**src/rtl/hrs_cfg.svh**
```systemverilog
// timing counts and field positions of the hardware reset sequencer
`ifndef HRS_CFG_SVH
`define HRS_CFG_SVH

// clock rate and half clock periods per cycle
`define HRS_CLK_PERIOD_NS   50
`define HRS_HALF_PER_CYC    2

// warm reset start window after the pin falls, in half clock periods
`define HRS_START_MIN_HALF  4
`define HRS_START_MAX_HALF  16
`define HRS_START_MAX_CYC   (`HRS_START_MAX_HALF / `HRS_HALF_PER_CYC)

// synchroniser depth in cycles
`define HRS_SYNC_CYC        2

// longest stay in the wait state before the sequence must start
`define HRS_WAIT_MAX_CYC    (`HRS_START_MAX_CYC - `HRS_SYNC_CYC - 2)

// fixed internal reset sequence
`define HRS_SEQ_HALF        1024
`define HRS_SEQ_CYC         (`HRS_SEQ_HALF / `HRS_HALF_PER_CYC)

// end of reset condition to the first address latch strobe
`define HRS_ALE_HALF        8
`define HRS_ALE_CYC         (`HRS_ALE_HALF / `HRS_HALF_PER_CYC)

// counter width, covers the sequence length
`define HRS_CNT_W           10

// start-up configuration port layout
`define HRS_PORT_W          16
`define HRS_EMUL_BIT        0
`define HRS_ISO_BIT         1
`define HRS_CLKCFG_LSB      13
`define HRS_CLKCFG_MSB      15

// first fetch address
`define HRS_ADDR_W          24
`define HRS_FETCH_ADDR      24'h000000

`endif

```
**src/rtl/hrs_pkg.sv**
```systemverilog
// types of the hardware reset sequencer
package hrs_pkg;

    typedef enum logic [2:0] {
        HRS_ST_WAIT   = 3'b000,
        HRS_ST_SEQ    = 3'b001,
        HRS_ST_WAITHI = 3'b010,
        HRS_ST_ALE    = 3'b011,
        HRS_ST_RUN    = 3'b100
    } hrs_state_t;

    typedef struct packed {
        logic       emulation_config_bit;
        logic       isolation_config_bit;
        logic [2:0] clock_config;
    } hrs_startup_cfg_t;

endpackage : hrs_pkg
```
**src/rtl/hrs_hardware_reset_sequencer.sv**
```systemverilog
// hardware reset sequencer: warm and power-up reset, start-up latch, reset output
`timescale 1ns/1ps
`include "hrs_cfg.svh"

// Operation
// RL1: warm reset pin low 4 half-periods plus 10ns
// RL2: sequence starts 4 to 16 half-periods after fall
// RL3: sequence lasts 1024 half-periods, pin driven low
// RL4: reset ends 4 to 6 half-periods after rise
// RL5: config bits loaded continuously during internal reset
// RL6: first address strobe 8 half-periods after end
// RL7: power-up reset input low at least 1500ns
// RL8: bus released within 50ns of input fall
// RL9: asynchronous reset forces default state immediately
// RL10: power-up reset held until clock and straps settle
// RL11: configuration pull-ups enabled during reset
// RL12: fetch starts at address zero after reset
// RL13: reset output held until end-of-init instruction
// RL14: io pins inactive until software enables them
// RL15: cancel holds, finish access before warm reset; code waits at most 5 cycles for busy
// RL16: reset ends only when input high after sequence
// RL17: two half-periods per cycle, sequence 512 cycles
// RL18: two-stage synchroniser plus asynchronous forcing path
module hrs_hardware_reset_sequencer (
    // clock and power-up reset
    input  wire logic                          clk_sys,
    input  wire logic                          nrst,
    // reset pin, open drain
    input  wire logic                          reset_in_n,
    output logic                               reset_pin_out,
    output logic                               reset_pin_oe_n,
    // reset output pin
    output logic                               reset_out_n,
    // start-up configuration port
    input  wire logic [`HRS_PORT_W-1:0]        startup_config_port,
    output logic                               cfg_pullup_en,
    output hrs_pkg::hrs_startup_cfg_t          startup_cfg,
    // core side
    input  wire logic                          end_of_init_instruction,
    input  wire logic                          bus_cycle_busy,
    input  wire logic                          io_enable_req,
    output logic                               hold_cancel,
    output logic                               core_reset_n,
    output logic                               fetch_start,
    output logic [`HRS_ADDR_W-1:0]             fetch_addr,
    output logic                               ale_first,
    output logic                               bus_oe_n,
    output logic                               io_enable
);

    // ------------------------------------------------------------
    // declarations
    // ------------------------------------------------------------
    localparam logic [`HRS_CNT_W-1:0] SEQ_LAST  = `HRS_CNT_W'(`HRS_SEQ_CYC - 1);
    localparam logic [`HRS_CNT_W-1:0] WAIT_LAST = `HRS_CNT_W'(`HRS_WAIT_MAX_CYC);
    localparam logic [`HRS_CNT_W-1:0] ALE_LAST  = `HRS_CNT_W'(`HRS_ALE_CYC - 1);

    logic                      sync1_q;
    logic                      sync2_q;
    hrs_pkg::hrs_state_t       state_q;
    hrs_pkg::hrs_state_t       state_d;
    logic [`HRS_CNT_W-1:0]     cnt_q;
    logic                      in_reset;
    logic                      bus_drive_q;
    logic                      reset_out_q;
    logic                      io_en_q;
    logic                      fetch_q;
    logic                      ale_q;
    hrs_pkg::hrs_startup_cfg_t cfg_q;

    // ------------------------------------------------------------
    // reset pin synchroniser
    // ------------------------------------------------------------
    // RL18: two flip-flop synchroniser
    always_ff @(posedge clk_sys or negedge nrst) begin
        if (!nrst) begin
            sync1_q <= 1'b0;
            sync2_q <= 1'b0;
        end else begin
            sync1_q <= reset_in_n;
            sync2_q <= sync1_q;
        end
    end

    // ------------------------------------------------------------
    // sequence state machine
    // ------------------------------------------------------------
    always_comb begin
        state_d = state_q;
        unique case (state_q)
            hrs_pkg::HRS_ST_RUN,
            hrs_pkg::HRS_ST_ALE: begin
                // RL2: fall seen after the synchroniser
                if (!sync2_q) begin
                    state_d = hrs_pkg::HRS_ST_WAIT;
                end else if (state_q == hrs_pkg::HRS_ST_ALE && cnt_q == ALE_LAST) begin
                    state_d = hrs_pkg::HRS_ST_RUN;
                end
            end
            hrs_pkg::HRS_ST_WAIT: begin
                // RL15: let running access finish, bounded wait
                if (!bus_cycle_busy || cnt_q == WAIT_LAST) begin
                    state_d = hrs_pkg::HRS_ST_SEQ;
                end
            end
            hrs_pkg::HRS_ST_SEQ: begin
                // RL17: 512 cycles of sequence
                if (cnt_q == SEQ_LAST) begin
                    state_d = hrs_pkg::HRS_ST_WAITHI;
                end
            end
            hrs_pkg::HRS_ST_WAITHI: begin
                // RL16: end only once the pin reads high
                if (sync2_q) begin
                    state_d = hrs_pkg::HRS_ST_ALE;
                end
            end
            default: begin
                state_d = hrs_pkg::HRS_ST_WAIT;
            end
        endcase
    end

    // RL9: power-up reset starts in the default state
    always_ff @(posedge clk_sys or negedge nrst) begin
        if (!nrst) begin
            state_q <= hrs_pkg::HRS_ST_WAIT;
        end else begin
            state_q <= state_d;
        end
    end

    // RL3: interval counter, cleared on each state change
    always_ff @(posedge clk_sys or negedge nrst) begin
        if (!nrst) begin
            cnt_q <= '0;
        end else if (state_d != state_q) begin
            cnt_q <= '0;
        end else if (cnt_q != {`HRS_CNT_W{1'b1}}) begin
            cnt_q <= cnt_q + `HRS_CNT_W'(1);
        end
    end

    assign in_reset = (state_q == hrs_pkg::HRS_ST_SEQ) || (state_q == hrs_pkg::HRS_ST_WAITHI);

    // ------------------------------------------------------------
    // pins and core controls
    // ------------------------------------------------------------
    // RL3: pull own reset pin low during sequence
    assign reset_pin_out  = 1'b0;
    assign reset_pin_oe_n = (state_q != hrs_pkg::HRS_ST_SEQ);

    // RL15: pending holds cancelled before reset
    assign hold_cancel = (state_q == hrs_pkg::HRS_ST_WAIT);

    // RL9: pin low forces core reset without a clock
    assign core_reset_n = reset_in_n && nrst && !in_reset && (state_q != hrs_pkg::HRS_ST_WAIT);

    // RL11: pull-ups on the configuration lines
    assign cfg_pullup_en = in_reset || (state_q == hrs_pkg::HRS_ST_WAIT);

    // RL8: bus released combinationally on pin low
    assign bus_oe_n = !bus_drive_q || !reset_in_n;

    // RL4: bus driven again at reset condition end
    always_ff @(posedge clk_sys or negedge nrst) begin
        if (!nrst) begin
            bus_drive_q <= 1'b0;
        end else if (state_d == hrs_pkg::HRS_ST_ALE && state_q == hrs_pkg::HRS_ST_WAITHI) begin
            bus_drive_q <= 1'b1;
        end else if (state_d == hrs_pkg::HRS_ST_WAIT) begin
            bus_drive_q <= 1'b0;
        end
    end

    // RL6: first strobe and fetch 8 half-periods after end
    always_ff @(posedge clk_sys or negedge nrst) begin
        if (!nrst) begin
            ale_q   <= 1'b0;
            fetch_q <= 1'b0;
        end else begin
            ale_q   <= (state_q == hrs_pkg::HRS_ST_ALE) && (cnt_q == ALE_LAST) && sync2_q;
            fetch_q <= (state_q == hrs_pkg::HRS_ST_ALE) && (cnt_q == ALE_LAST) && sync2_q;
        end
    end

    assign ale_first   = ale_q;
    assign fetch_start = fetch_q;
    // RL12: execution begins at address zero
    assign fetch_addr  = `HRS_FETCH_ADDR;

    // RL13: reset output held until end-of-init
    always_ff @(posedge clk_sys or negedge nrst) begin
        if (!nrst) begin
            reset_out_q <= 1'b0;
        end else if (state_q != hrs_pkg::HRS_ST_RUN) begin
            reset_out_q <= 1'b0;
        end else if (end_of_init_instruction) begin
            reset_out_q <= 1'b1;
        end
    end

    assign reset_out_n = reset_out_q;

    // RL14: io pins off until software enables them
    always_ff @(posedge clk_sys or negedge nrst) begin
        if (!nrst) begin
            io_en_q <= 1'b0;
        end else if (state_q != hrs_pkg::HRS_ST_RUN) begin
            io_en_q <= 1'b0;
        end else if (io_enable_req) begin
            io_en_q <= 1'b1;
        end
    end

    assign io_enable = io_en_q;

    // ------------------------------------------------------------
    // start-up configuration latch
    // ------------------------------------------------------------
    // RL5: registered load every cycle while internal reset active
    always_ff @(posedge clk_sys or negedge nrst) begin
        if (!nrst) begin
            cfg_q <= '0;
        end else if (in_reset) begin
            cfg_q.emulation_config_bit <= startup_config_port[`HRS_EMUL_BIT];
            cfg_q.isolation_config_bit <= startup_config_port[`HRS_ISO_BIT];
            cfg_q.clock_config <= startup_config_port[`HRS_CLKCFG_MSB:`HRS_CLKCFG_LSB];
        end
    end

    assign startup_cfg = cfg_q;

endmodule : hrs_hardware_reset_sequencer

```
**config.mk**
```make
export PLATFORM = sky130hd
export DESIGN_NAME = hrs_hardware_reset_sequencer
export DESIGN_NICKNAME = d
export VERILOG_FILES = /design/src/rtl/hrs_pkg.sv /design/src/rtl/hrs_hardware_reset_sequencer.sv
export VERILOG_INCLUDE_DIRS = /design/src /design/src/rtl
export SDC_FILE = /design/constraint.sdc
export NUM_CORES = 1
export LEC_CHECK = 0
export BUFFER_PORTS_ARGS = -buffer_cell sky130_fd_sc_hd__buf_2
export CORE_ASPECT_RATIO = 0.9
export CORE_MARGIN = 10
export CORE_UTILIZATION = 45
export CTS_BUF_LIST = sky130_fd_sc_hd__clkbuf_16
export CTS_CLUSTER_SIZE = 40
export DETAILED_ROUTE_END_ITERATION = 6
export GPL_TIMING_DRIVEN = 0
export PLACE_DENSITY = 0.76
export SLEW_MARGIN = 40
export SYNTH_ARGS = -nofsm -noshare
export SYNTH_HDL_FRONTEND = slang
export SYNTH_SLANG_ARGS = --single-unit
```
**constraint.sdc**
```tcl
create_clock -name clk_sys -period 2.33 [get_ports clk_sys]
set_input_delay 0.1165 -clock clk_sys [delete_from_list [all_inputs] [get_ports clk_sys]]
set_output_delay 0.1165 -clock clk_sys [all_outputs]
set_load 0.05 [all_outputs]
```
* Word level (Yosys, flattened, before mapping) *
Cells that the tools add are included.

word-level totals
  logic and storage cells = 60
  flip-flop bits (word level) = 24
  output and inout port bits = 39

cells by class
  reduce and logical (&&, ||, !) cells = 22
  muxes and demuxes = 14
  add/sub/neg operators = 1
  eq/ne operators = 12

operators with widths
  cell                                                   number
  2-to-1 mux 10 bit                                      2
  2-to-1 mux 3 bit                                       5
  one-hot mux 3 bit (4 select lines)                     1
  adder 10 x 1 -> 10 bit, second input constant          1
  == test 10 x 2 -> 1 bit, second input constant         1
  == test 10 x 3 -> 1 bit, second input constant         1
  == test 10 x 9 -> 1 bit, second input constant         1
  inequality test 10 bit, second input constant          1
  == test 3 x 2 -> 1 bit, second input constant          3
  nonzero test 2 bit                                     4
  logical AND 1 bit                                      6
  logical NOT 3 bit                                      2
  2-to-1 mux 1 bit                                       6
  logical NOT 1 bit                                      4
  logical OR 1 bit                                       4
  == test 3 x 1 -> 1 bit, second input constant          1
  == test 3 bit, second input constant                   1
  inequality test 3 x 1 -> 1 bit, second input constant  1
  inequality test 3 bit                                  1
  inequality test 3 bit, second input constant           1
  nonzero test 3 bit                                     1
  OR reduction 2 bit                                     1

* Depth between registers and ports, before layout *
Gate-level depths: netlist of the first run.

  word-level depth = 8
  depth in mapped cells = 7
  mapped depth without buffers = 6

* Least setup slack after synthesis of the first run *
Ideal clock, no wire load.

  path type = register -> register
  from = register state_q[2]
  to = register cnt_q[6]
  arrival = 2.467 ns
  cell stages (with the launch flop) = 6
  path buffers = 1
  library setup time = 0.149 ns
  slack = -0.285 ns
  required time = 2.181 ns
  cell sequence = dfrtp_1 > clkbuf_1 > nor3_1 > a221o_2 > mux2i_4 > nor4_1

on the way
  elaborated cells on any way between the ends = 16
  classes of those cells = eq/ne (5); mux (7); reduce/logical (4)

RTL lines
  what                                                     RTL line                             source
  start, declared                                          hrs_hardware_reset_sequencer.sv:60   hrs_pkg::hrs_state_t state_q;
  start signal, assigned                                   hrs_hardware_reset_sequencer.sv:127  state_q <= hrs_pkg::HRS_ST_WAIT;
  start signal, assigned                                   hrs_hardware_reset_sequencer.sv:129  state_q <= state_d;
  logical NOT 3 bit (*)                                    -
  net hold_cancel                                          hrs_hardware_reset_sequencer.sv:42   output logic hold_cancel,
  one-hot mux 3 bit (4 select lines) (*)                   hrs_hardware_reset_sequencer.sv:90   unique case (state_q)
  inequality test 3 bit (*)                                hrs_hardware_reset_sequencer.sv:137  end else if (state_d != state_q) begin
  2-to-1 mux 10 bit or nonzero test 2 bit (tied branches)  -
  end signal, assigned                                     hrs_hardware_reset_sequencer.sv:140  cnt_q <= cnt_q + `HRS_CNT_W'(1);
  end, declared                                            hrs_hardware_reset_sequencer.sv:62   logic [`HRS_CNT_W-1:0] cnt_q;

Mark *: on every way through the listed nets, which the timed path passes. The rest lies on a longest branch.
A chain may end at the register's enable or synchronous reset.

* Worst setup path in the final report of the first run *
  from = register cnt_q[3]
  to = register cnt_q[6]

on the way
  word-level cells in the longest chain between the ends = 7
  elaborated cells on any way between the ends = 16
  classes of those cells = add/sub (1); eq/ne (5); mux (7); reduce/logical (3)

RTL lines
  what                                                     RTL line                             source
  == test 10 x 2 -> 1 bit                                  hrs_hardware_reset_sequencer.sv:96   end else if (state_q == hrs_pkg::HRS_ST_ALE && cnt_q == ALE_LAST) begin
  logical AND 1 bit                                        hrs_hardware_reset_sequencer.sv:96
  2-to-1 mux 3 bit                                         hrs_hardware_reset_sequencer.sv:96
  2-to-1 mux 3 bit                                         hrs_hardware_reset_sequencer.sv:94   if (!sync2_q) begin
  one-hot mux 3 bit (4 select lines)                       hrs_hardware_reset_sequencer.sv:90
  inequality test 3 bit                                    hrs_hardware_reset_sequencer.sv:137
  2-to-1 mux 10 bit or nonzero test 2 bit (tied branches)  -

Several ways; a longest one is shown, not always the timed one. The select of a mux whose other input is x is not followed.

==> impl_metrics.prom, run 1 <==
# TYPE chip_impl_metric gauge
chip_impl_info{name="outcome",value="completed"} 1
chip_impl_metric{name="register_area",unit="sq um"} 601
chip_impl_metric{name="yosys.area_share.xor_xnor",unit="%"} 3.01
chip_impl_metric{name="worst_ep_required_time",unit="ns"} 2.48
chip_impl_metric{name="drc",unit=""} 0
chip_impl_metric{name="synth.ff_latch_count",unit=""} 24
chip_impl_metric{name="finalSetupViolations",unit=""} 0
chip_impl_info{name="critical_path.endpoint_type",value="flip-flop"} 1
chip_impl_metric{name="total_routed_length",unit="um"} 3150
chip_impl_info{name="tritoncts_clock_tree",value="yes"} 1
chip_impl_metric{name="grt_start_max_net_pins",unit=""} 26
chip_impl_metric{name="synthToLayoutAreaGrowth",unit="%"} 27.3
chip_impl_metric{name="drv_slew",unit=""} 0
chip_impl_metric{name="worstPathMaxFanout",unit=""} 10
chip_impl_metric{name="route.met3.wl",unit="um"} 389
chip_impl_metric{name="finalSetupTns",unit="ns"} 0
chip_impl_metric{name="maxSlewHeadroom",unit="%"} 64.2
chip_impl_metric{name="post_synth_mux_area_share",unit="%"} 6.11
chip_impl_metric{name="clk-insertion-delay-late",unit="ns"} 0.25
chip_impl_metric{name="postLayoutSetupSlackWorst",unit="ns"} 0.186
chip_impl_metric{name="synth_edf_count",unit=""} 0
chip_impl_info{name="synth_most_common_cell",value="sky130_fd_sc_hd__buf_4"} 1
chip_impl_info{name="cell_types_with_the_highest_counts_after_synthesis",value="26 x sky130_fd_sc_hd__buf_4, 24 x sky130_fd_sc_hd__dfrtp_1, 13 x sky130_fd_sc_hd__nor3_1"} 1
chip_impl_metric{name="clock_tree_sinks",unit=""} 24
chip_impl_metric{name="timing.final.crit_period",unit="ns"} 2.14
chip_impl_metric{name="dp.final_hpwl",unit="um"} 2380
chip_impl_metric{name="dr.pass1.iters",unit=""} 4
chip_impl_metric{name="fp.dieW",unit="um"} 79.9
chip_impl_metric{name="worst_setup_hold_path_clk_slew",unit="ns"} 0.06
chip_impl_metric{name="average_footprint_of_a_synthesized_cell",unit="sq um"} 9.38
chip_impl_info{name="grt_setup_unrepaired",value="no"} 1
chip_impl_info{name="post-synth-top-area-cell",value="sky130_fd_sc_hd__dfrtp_1"} 1
chip_impl_metric{name="cts_inserted_buffers",unit=""} 3
chip_impl_info{name="cp-start-kind",value="flip-flop"} 1
chip_impl_info{name="critical-path-top-delay-family",value="simple AND/OR/NAND/NOR gates"} 1
chip_impl_info{name="worst_hold_startpoint",value="reset_in_n"} 1
chip_impl_metric{name="die_h",unit="um"} 73.9
chip_impl_metric{name="yosys_warnings",unit=""} 0
chip_impl_info{name="routed.top_layer",value="met4"} 1
chip_impl_info{name="main_flop_type_after_synthesis",value="sky130_fd_sc_hd__dfrtp_1"} 1
chip_impl_info{name="critical_path.slowest_cell",value="sky130_fd_sc_hd__dfrtp_1"} 1
chip_impl_metric{name="grtUsageTotal",unit="%"} 10.7
chip_impl_metric{name="rows",unit=""} 19
chip_impl_metric{name="whs",unit="ns"} 0.0114
chip_impl_metric{name="dp_slack",unit="ns"} 0.0283
chip_impl_info{name="synth_top_cells_by_area",value="sky130_fd_sc_hd__dfrtp_1 41%, sky130_fd_sc_hd__buf_4 13%, sky130_fd_sc_hd__nor3_1 4.5%, sky130_fd_sc_hd__mux2_2 3.9%, sky130_fd_sc_hd__nand3_1 3.4%"} 1
chip_impl_metric{name="vdd_ir_drop_max",unit="mV"} 0.494
chip_impl_metric{name="area_fraction_in_compound_gates_after_synthesis",unit="%"} 9.38
chip_impl_info{name="largest_family_of_logic_cells_by_synthesized_area",value="simple AND/OR/NAND/NOR gates"} 1
chip_impl_metric{name="coreArea",unit="sq um"} 3070
chip_impl_metric{name="synth_simple_gate_area_share",unit="%"} 21.6
chip_impl_metric{name="num_antenna_cells",unit=""} 0
chip_impl_metric{name="timing.final.crit_share",unit="%"} 92.0
chip_impl_metric{name="switching_share",unit="%"} 27.4
chip_impl_info{name="worst-setup-path-type",value="flip-flop to flip-flop"} 1
chip_impl_metric{name="clock.fmax",unit="GHz"} 0.466
chip_impl_metric{name="ys_types",unit=""} 39
chip_impl_info{name="r2r-start",value="cnt_q[3]"} 1
chip_impl_metric{name="timing.clock.skew",unit="ns"} 0.00163
chip_impl_metric{name="routed-via-count",unit=""} 1193
chip_impl_info{name="path_cells",value="nor4_4 -> nand4_2 -> a221o_2 -> mux2i_4 -> buf_12 -> nor4_1"} 1
chip_impl_metric{name="wl_met2",unit="um"} 1390
chip_impl_info{name="cts-root-buf",value="sky130_fd_sc_hd__clkbuf_16"} 1
chip_impl_metric{name="critPathArrivalTime",unit="ns"} 2.30
chip_impl_metric{name="cts_buffer_depth",unit=""} 2
chip_impl_metric{name="syn_inst",unit=""} 155
chip_impl_metric{name="p_clk_share",unit="%"} 37.5
chip_impl_metric{name="port-buffer-count",unit=""} 24
chip_impl_metric{name="seq_power_share",unit="%"} 44.5
chip_impl_metric{name="drtAntennaViolNets",unit=""} 0
chip_impl_metric{name="power.density_cell_area",unit="nW/um^2"} 518
chip_impl_metric{name="worst_path_largest_cell_delay",unit="ns"} 0.46
chip_impl_metric{name="synth_seq_area_share",unit="%"} 41.3
chip_impl_metric{name="routedWlPerCell",unit="um"} 12.6
chip_impl_metric{name="cp_bufs_invs",unit=""} 1
chip_impl_metric{name="synth-adder-area-share",unit="%"} 1.72
chip_impl_metric{name="synth_area",unit="sq um"} 1450
chip_impl_metric{name="drive_above_1_share",unit="%"} 33.7
chip_impl_metric{name="p_sw",unit="uW"} 263
chip_impl_metric{name="power_report.internal_total",unit="uW"} 696
chip_impl_metric{name="gpl.final_weighted_congestion",unit=""} 0.824
chip_impl_metric{name="antenna_violations_before_repair",unit=""} 0
chip_impl_metric{name="global_route.overflow_total",unit=""} 0
chip_impl_metric{name="power.static_leakage",unit="uW"} 0.000889
chip_impl_metric{name="routed_via_density",unit=""} 4.77
chip_impl_metric{name="hold_fails_final_rpt",unit=""} 0
chip_impl_metric{name="combPwrFrac",unit="%"} 18.1
chip_impl_metric{name="synth_top_area_share",unit="%"} 41.3
chip_impl_info{name="path_type_of_the_worst_min_delay_path",value="input pin to flip-flop"} 1
chip_impl_metric{name="initial_utilization",unit="%"} 47.4
chip_impl_metric{name="grt_pass1_wl",unit="um"} 5140
chip_impl_metric{name="synth_async_sr_flop_share",unit="%"} 100
chip_impl_metric{name="drt-met1-wl",unit="um"} 1340
chip_impl_metric{name="drt-initial-drc-count",unit=""} 106
chip_impl_metric{name="boundaryPins",unit=""} 61
chip_impl_metric{name="worstMarginPinSlew",unit="ns"} 0.538
chip_impl_info{name="timing.critical_path.from",value="cnt_q[3]"} 1
chip_impl_metric{name="multi_input_area",unit="sq um"} 731
chip_impl_metric{name="clock_tree.htree_level_count",unit=""} 1
chip_impl_metric{name="first_global_vias",unit=""} 1109
chip_impl_metric{name="utilization",unit="%"} 60.3
chip_impl_metric{name="cap_violations",unit=""} 0
chip_impl_metric{name="finish.net_count",unit=""} 233
chip_impl_metric{name="fp.dieArea",unit="sq um"} 5910
chip_impl_metric{name="filler_instances",unit=""} 251
## per-layer routing
metal	global-route usage (%)	vias up
met5	0	-
met4	3.52	0
met3	5.73	2
met2	15.9	49
met1	13.0	544
li1	-	598
## cells in the final DEF (no fill, tap or decap), types with 2 or more instances in the layout
cell type / netlist / final
sky130_fd_sc_hd__clkbuf_16: 0 / 3
sky130_fd_sc_hd__xnor2_1: 2 / 2
sky130_fd_sc_hd__buf_2: 0 / 24
sky130_fd_sc_hd__xor2_1: 3 / 3
sky130_fd_sc_hd__a21oi_1: 6 / 6
sky130_fd_sc_hd__and4_2: 2 / 2
sky130_fd_sc_hd__dfrtp_1: 24 / 24
sky130_fd_sc_hd__nand2b_1: 2 / 2
sky130_fd_sc_hd__nor4_4: 0 / 2
sky130_fd_sc_hd__or3_1: 2 / 2
sky130_fd_sc_hd__buf_4: 26 / 26
sky130_fd_sc_hd__inv_1: 6 / 6
sky130_fd_sc_hd__ha_1: 2 / 2
sky130_fd_sc_hd__mux2_2: 5 / 5
sky130_fd_sc_hd__nand2_1: 8 / 8
sky130_fd_sc_hd__o21ai_0: 5 / 5
sky130_fd_sc_hd__nor3_1: 13 / 12
sky130_fd_sc_hd__clkbuf_1: 4 / 3
sky130_fd_sc_hd__nor4_1: 2 / 2
sky130_fd_sc_hd__nand4_1: 2 / 2
sky130_fd_sc_hd__nor2_1: 10 / 10
sky130_fd_sc_hd__nand3_1: 10 / 10
sky130_fd_sc_hd__conb_1: 1 / 25
## logic make-up (layout without fill, tap and decap cells)
family                     Yosys count  count (layout)
and+or+nand+nor                     57              57
xor gates and xnor gates             5               5
DFF                                 24              24
adders and majority gates            2               2
other                                1              25
AOI/OAI and AO/OA                   21              21
buffers and inverters               38              67
muxes                                7               7
## final timing paths
check / end / slack (ns) / depth (start not counted)
min: sync1_q / 0.01 / 1
max in group asynchronous: state_q[1] / 1.58 / 2
max reg2reg: cnt_q[6] / 0.19 / 6
max: cnt_q[6] / 0.19 / 6
min in group asynchronous: cnt_q[9] / 0.39 / 2
min reg2reg: sync2_q / 0.35 / 0
## power groups by stage
stage / Combinational, uW / Clock [uW] / Sequential (uW)
6_report: 173 / 359 / 426
5_1_grt: 184 / 391 / 427
4_1_cts: 171 / 375 / 426
3_5_place_dp: 170 / 0 / 434
3_3_place_gp: 170 / 0 / 434
2_1_floorplan: 130 / 0 / 450
## repair_timing
item,in CTS,in global routing
setup buffers,0,1
hold buffers,1,0
endpoints found under the hold margin,24,0
resized for setup,1,1
setup endpoints to repair,9,10
gates cloned,0,0
## layout make-up
class / count / area share (%)
timing repair buffer: 26 / 8.11
buffer: 31 / 11.6
clock buffer: 3 / 4.06
clock inverter: 1 / 0.203
multi-input combinational: 117 / 39.5
tap: 42 / 2.84
inverter: 6 / 1.22
sequential: 24 / 32.5
## state kept, by name, indices dropped and copies added (netlist names)
signal	flops
sync2_q	1
state_q	3
bus_drive_q	1
ale_first	1
startup_cfg	5
io_enable	1
reset_out_n	1
cnt_q	10
sync1_q	1
## per-stage QoR
step	instance area, sq um	power [uW]	instances
finish	1850	959	250
CTS	1820	972	250
global route	1850	1000	250
floorplan	1550	580	179
detailed placement	1720	603	245
global placement	1720	603	245
Power figures use the tool's default switching activity.
==> run 2: changes to the inputs <==
--- a/config.mk
+++ b/config.mk
@@ -6,6 +6,7 @@
 export SDC_FILE = /design/constraint.sdc
 export NUM_CORES = 1
 export LEC_CHECK = 0
+export ABC_AREA = 1
 export BUFFER_PORTS_ARGS = -buffer_cell sky130_fd_sc_hd__buf_2
 export CORE_ASPECT_RATIO = 0.9
 export CORE_MARGIN = 10
==> run 2 against run 1 <==
Effect of this change: sequential share of layout area is 0.44 points higher; via count is 0.92% higher; synthesized cell count is 22% higher; combinational power hardly changed; critical path type unchanged; largest cell class unchanged; largest power group unchanged.
==> impl_metrics.prom, run 2 <==
# TYPE chip_impl_metric gauge
chip_impl_info{name="outcome",value="completed"} 1
chip_impl_metric{name="finalSetupTns",unit="ns"} 0
chip_impl_metric{name="synth_area",unit="sq um"} 1460
chip_impl_metric{name="fp.dieArea",unit="sq um"} 5940
chip_impl_info{name="worst_hold_startpoint",value="startup_config_port[13]"} 1
chip_impl_metric{name="utilization",unit="%"} 59.1
chip_impl_metric{name="first_global_vias",unit=""} 1163
chip_impl_metric{name="port-buffer-count",unit=""} 24
chip_impl_metric{name="synth_edf_count",unit=""} 0
chip_impl_metric{name="synth_top_area_share",unit="%"} 41.0
chip_impl_metric{name="clock.fmax",unit="GHz"} 0.572
chip_impl_metric{name="grt_start_max_net_pins",unit=""} 26
chip_impl_metric{name="synth.ff_latch_count",unit=""} 24
chip_impl_metric{name="timing.final.crit_share",unit="%"} 75.0
chip_impl_metric{name="yosys_warnings",unit=""} 0
chip_impl_info{name="critical-path-top-delay-family",value="simple AND/OR/NAND/NOR gates"} 1
chip_impl_metric{name="finalSetupViolations",unit=""} 0
chip_impl_info{name="cts-root-buf",value="sky130_fd_sc_hd__clkbuf_16"} 1
chip_impl_info{name="post-synth-top-area-cell",value="sky130_fd_sc_hd__dfrtp_1"} 1
chip_impl_metric{name="timing.final.crit_period",unit="ns"} 1.75
chip_impl_info{name="r2r-start",value="cnt_q[0]"} 1
chip_impl_metric{name="worst_setup_hold_path_clk_slew",unit="ns"} 0.06
chip_impl_info{name="cp-start-kind",value="flip-flop"} 1
chip_impl_metric{name="reg2reg_slack",unit="ns"} 0.58
chip_impl_metric{name="hold_fails_final_rpt",unit=""} 0
chip_impl_info{name="cell_types_with_the_highest_counts_after_synthesis",value="37 x sky130_fd_sc_hd__nand2_1, 33 x sky130_fd_sc_hd__nor2_1, 26 x sky130_fd_sc_hd__buf_4"} 1
chip_impl_info{name="path_type_of_the_worst_min_delay_path",value="input pin to flip-flop"} 1
chip_impl_metric{name="synthToLayoutAreaGrowth",unit="%"} 24.7
chip_impl_metric{name="fp.dieW",unit="um"} 80.1
chip_impl_metric{name="area_fraction_in_compound_gates_after_synthesis",unit="%"} 4.27
chip_impl_metric{name="routed-via-count",unit=""} 1204
chip_impl_metric{name="drv_slew",unit=""} 0
chip_impl_metric{name="dp.final_hpwl",unit="um"} 2490
chip_impl_metric{name="placement.cell_area",unit="sq um"} 1730
chip_impl_metric{name="synth_seq_area_share",unit="%"} 41.0
chip_impl_metric{name="drt-initial-drc-count",unit=""} 66
chip_impl_info{name="timing.rr.end",value="cnt_q[6]"} 1
chip_impl_metric{name="average_footprint_of_a_synthesized_cell",unit="sq um"} 7.75
chip_impl_info{name="layout_commonest_cell",value="sky130_fd_sc_hd__nand2_1"} 1
chip_impl_info{name="worst-setup-path-type",value="flip-flop to flip-flop"} 1
chip_impl_metric{name="worstPathMaxFanout",unit=""} 10
chip_impl_metric{name="clk-insertion-delay-late",unit="ns"} 0.26
chip_impl_metric{name="drive_above_1_share",unit="%"} 26.7
chip_impl_metric{name="finish.net_count",unit=""} 268
chip_impl_metric{name="cap_violations",unit=""} 0
chip_impl_metric{name="power.density_cell_area",unit="nW/um^2"} 533
chip_impl_metric{name="num_antenna_cells",unit=""} 0
chip_impl_metric{name="stdcell_area",unit="sq um"} 1830
chip_impl_metric{name="post_synth_mux_area_share",unit="%"} 3.85
chip_impl_metric{name="postLayoutSetupSlackWorst",unit="ns"} 0.583
chip_impl_metric{name="global_route.overflow_total",unit=""} 0
chip_impl_metric{name="yosys.area_share.xor_xnor",unit="%"} 0.598
chip_impl_info{name="whs_endpoint",value="startup_cfg[0]"} 1
chip_impl_metric{name="gpl.final_weighted_congestion",unit=""} 0.844
chip_impl_metric{name="worst_ep_required_time",unit="ns"} 2.48
chip_impl_metric{name="vdd_ir_drop_max",unit="mV"} 0.582
chip_impl_metric{name="coreArea",unit="sq um"} 3090
chip_impl_metric{name="maxSlewHeadroom",unit="%"} 62.9
chip_impl_metric{name="total_routed_length",unit="um"} 3100
chip_impl_info{name="largest_family_of_logic_cells_by_synthesized_area",value="simple AND/OR/NAND/NOR gates"} 1
chip_impl_metric{name="r2r_cells",unit=""} 10
chip_impl_metric{name="syn_inst",unit=""} 189
chip_impl_metric{name="rows",unit=""} 19
chip_impl_metric{name="worstMarginPinSlew",unit="ns"} 0.556
chip_impl_metric{name="initial_utilization",unit="%"} 47.4
chip_impl_info{name="synth_top_cells_by_area",value="sky130_fd_sc_hd__dfrtp_1 41%, sky130_fd_sc_hd__buf_4 13%, sky130_fd_sc_hd__nand2_1 9.5%, sky130_fd_sc_hd__nor2_1 8.5%, sky130_fd_sc_hd__inv_1 6.4%"} 1
chip_impl_metric{name="dr.pass1.iters",unit=""} 4
chip_impl_metric{name="cts_buffer_depth",unit=""} 2
chip_impl_metric{name="drc",unit=""} 0
chip_impl_info{name="critical_path.slowest_cell",value="sky130_fd_sc_hd__dfrtp_1"} 1
chip_impl_metric{name="grt_pass1_wl",unit="um"} 5110
chip_impl_metric{name="clock_tree.htree_level_count",unit=""} 1
chip_impl_metric{name="cp_bufs_invs",unit=""} 1
chip_impl_info{name="cpMostUsedCell",value="sky130_fd_sc_hd__nor2_1"} 1
chip_impl_metric{name="routed_via_density",unit=""} 4.22
chip_impl_metric{name="drtAntennaViolNets",unit=""} 0
chip_impl_metric{name="post_cts_setup_buffer_count",unit=""} 0
chip_impl_metric{name="grtUsageTotal",unit="%"} 10.7
chip_impl_info{name="grt_setup_unrepaired",value="no"} 1
chip_impl_info{name="max_flop_register",value="cnt_q"} 1
chip_impl_metric{name="worst_path_largest_cell_delay",unit="ns"} 0.38
chip_impl_info{name="main_flop_type_after_synthesis",value="sky130_fd_sc_hd__dfrtp_1"} 1
chip_impl_metric{name="synth-adder-area-share",unit="%"} 1.71
chip_impl_metric{name="dp_slack",unit="ns"} 0.597
chip_impl_metric{name="multi_input_area",unit="sq um"} 661
chip_impl_info{name="critical_path.endpoint_type",value="flip-flop"} 1
chip_impl_metric{name="cts_inserted_buffers",unit=""} 3
chip_impl_metric{name="clock_tree_sinks",unit=""} 24
chip_impl_metric{name="filler_instances",unit=""} 300
chip_impl_metric{name="routedWlPerCell",unit="um"} 10.9
chip_impl_metric{name="power.static_leakage",unit="uW"} 0.00103
chip_impl_metric{name="ys_types",unit=""} 22
chip_impl_metric{name="largest_register_ffs",unit=""} 10
chip_impl_info{name="tritoncts_clock_tree",value="yes"} 1
chip_impl_metric{name="whs_path_depth",unit=""} 2
chip_impl_metric{name="timing.clock.skew",unit="ns"} 0.00133
chip_impl_info{name="most-common-layout-cells",value="37 x sky130_fd_sc_hd__nand2_1, 33 x sky130_fd_sc_hd__nor2_1, 26 x sky130_fd_sc_hd__buf_4, 25 x sky130_fd_sc_hd__inv_1, 25 x sky130_fd_sc_hd__conb_1"} 1
chip_impl_metric{name="critPathArrivalTime",unit="ns"} 1.89
chip_impl_metric{name="boundaryPins",unit=""} 61
chip_impl_info{name="synth_most_common_cell",value="sky130_fd_sc_hd__nand2_1"} 1
chip_impl_info{name="path_cells",value="ha_1 -> nand2_1 -> nor2_4 -> nand3_1 -> nor2_1 -> inv_1 -> a21oi_1 -> nor2_1 -> nand2_4 -> nor2_1"} 1
chip_impl_metric{name="whs",unit="ns"} 0.0899
chip_impl_metric{name="synth_simple_gate_area_share",unit="%"} 28.3
chip_impl_metric{name="antenna_violations_before_repair",unit=""} 0
chip_impl_metric{name="synth_async_sr_flop_share",unit="%"} 100
chip_impl_metric{name="register_area",unit="sq um"} 601
chip_impl_metric{name="die_h",unit="um"} 74.1
[run 2: cell types whose count changed after synthesis, moves of 4 or more]
cell | before | now
sky130_fd_sc_hd__nor3_1 | 13 | 2
sky130_fd_sc_hd__inv_1 | 6 | 25
sky130_fd_sc_hd__clkbuf_1 | 4 | 0
sky130_fd_sc_hd__nor2_1 | 10 | 33
sky130_fd_sc_hd__nand2_1 | 8 | 37
[run 2: where the power goes]
group / total, uW / switching [uW] / internal [uW]
sequential: 426 / 3.42 / 423
clock: 372 / 143 / 229
combinational: 175 / 130 / 45.1
total: 973 / 276 / 697
[run 2: layout make-up]
cell class                      instances  area share [%]
Clock buffer                            3            4.11
Buffer                                 26            10.7
Tap cell                               42            2.88
Clock inverter                          1           0.206
Timing Repair Buffer                   26            7.68
Sequential cell                        24            32.9
Multi-Input combinational cell        137            36.2
Inverter                               26            5.35
[run 2: worst max path at each step]
stage               startpoint  depth (start not counted)        to
global route          cnt_q[0]                         10  cnt_q[6]
detailed placement    cnt_q[0]                         10  cnt_q[6]
floorplan           state_q[0]                          9  cnt_q[0]
CTS                   cnt_q[0]                         10  cnt_q[6]
global placement      cnt_q[0]                         10  cnt_q[7]
finish                cnt_q[0]                         10  cnt_q[6]
[run 2: metal layers]
metal  up-vias  track usage [%]  routed length (um)
met1       517             11.8                1330
met3         4             6.14                 323
met4         0             2.93                  31
met5         -                0                   0
met2        39             17.4                1410
li1        644                -                   -
[run 2: what timing repair did]
item | CTS | global route
endpoints found under the hold margin | 25 | 0
hold buffers | 2 | 0
resized for setup | 0 | 0
[run 2: per-stage QoR]
step	power (uW)	std cells
after floorplan	580	213
after global placement	603	279
after detailed placement	605	279
after CTS	982	285
after global routing	1010	285
final	973	285
[run 2: kinds of logic (layout without fill, tap and decap cells)]
kind of cell / after synthesis / in the layout
XOR/XNOR: 1 / 1
AO/OA/AOI/OAI: 12 / 12
flip-flops: 24 / 24
adder cells (fa/ha/maj): 2 / 2
AND/OR/NAND/NOR: 92 / 92
multiplexers: 5 / 5
buffers and inverters: 52 / 82
other: 1 / 25
[run 2: worst reg2reg max path, cell delays in order, from the launching register on]
cell	delay, ns
sky130_fd_sc_hd__dfrtp_1	0.38
sky130_fd_sc_hd__ha_1	0.22
sky130_fd_sc_hd__nand2_1	0.10
sky130_fd_sc_hd__nor2_4	0.15
sky130_fd_sc_hd__nand3_1	0.14
sky130_fd_sc_hd__nor2_1	0.15
sky130_fd_sc_hd__inv_1	0.05
sky130_fd_sc_hd__a21oi_1	0.15
sky130_fd_sc_hd__nor2_1	0.08
sky130_fd_sc_hd__nand2_4	0.15
sky130_fd_sc_hd__nor2_1	0.06
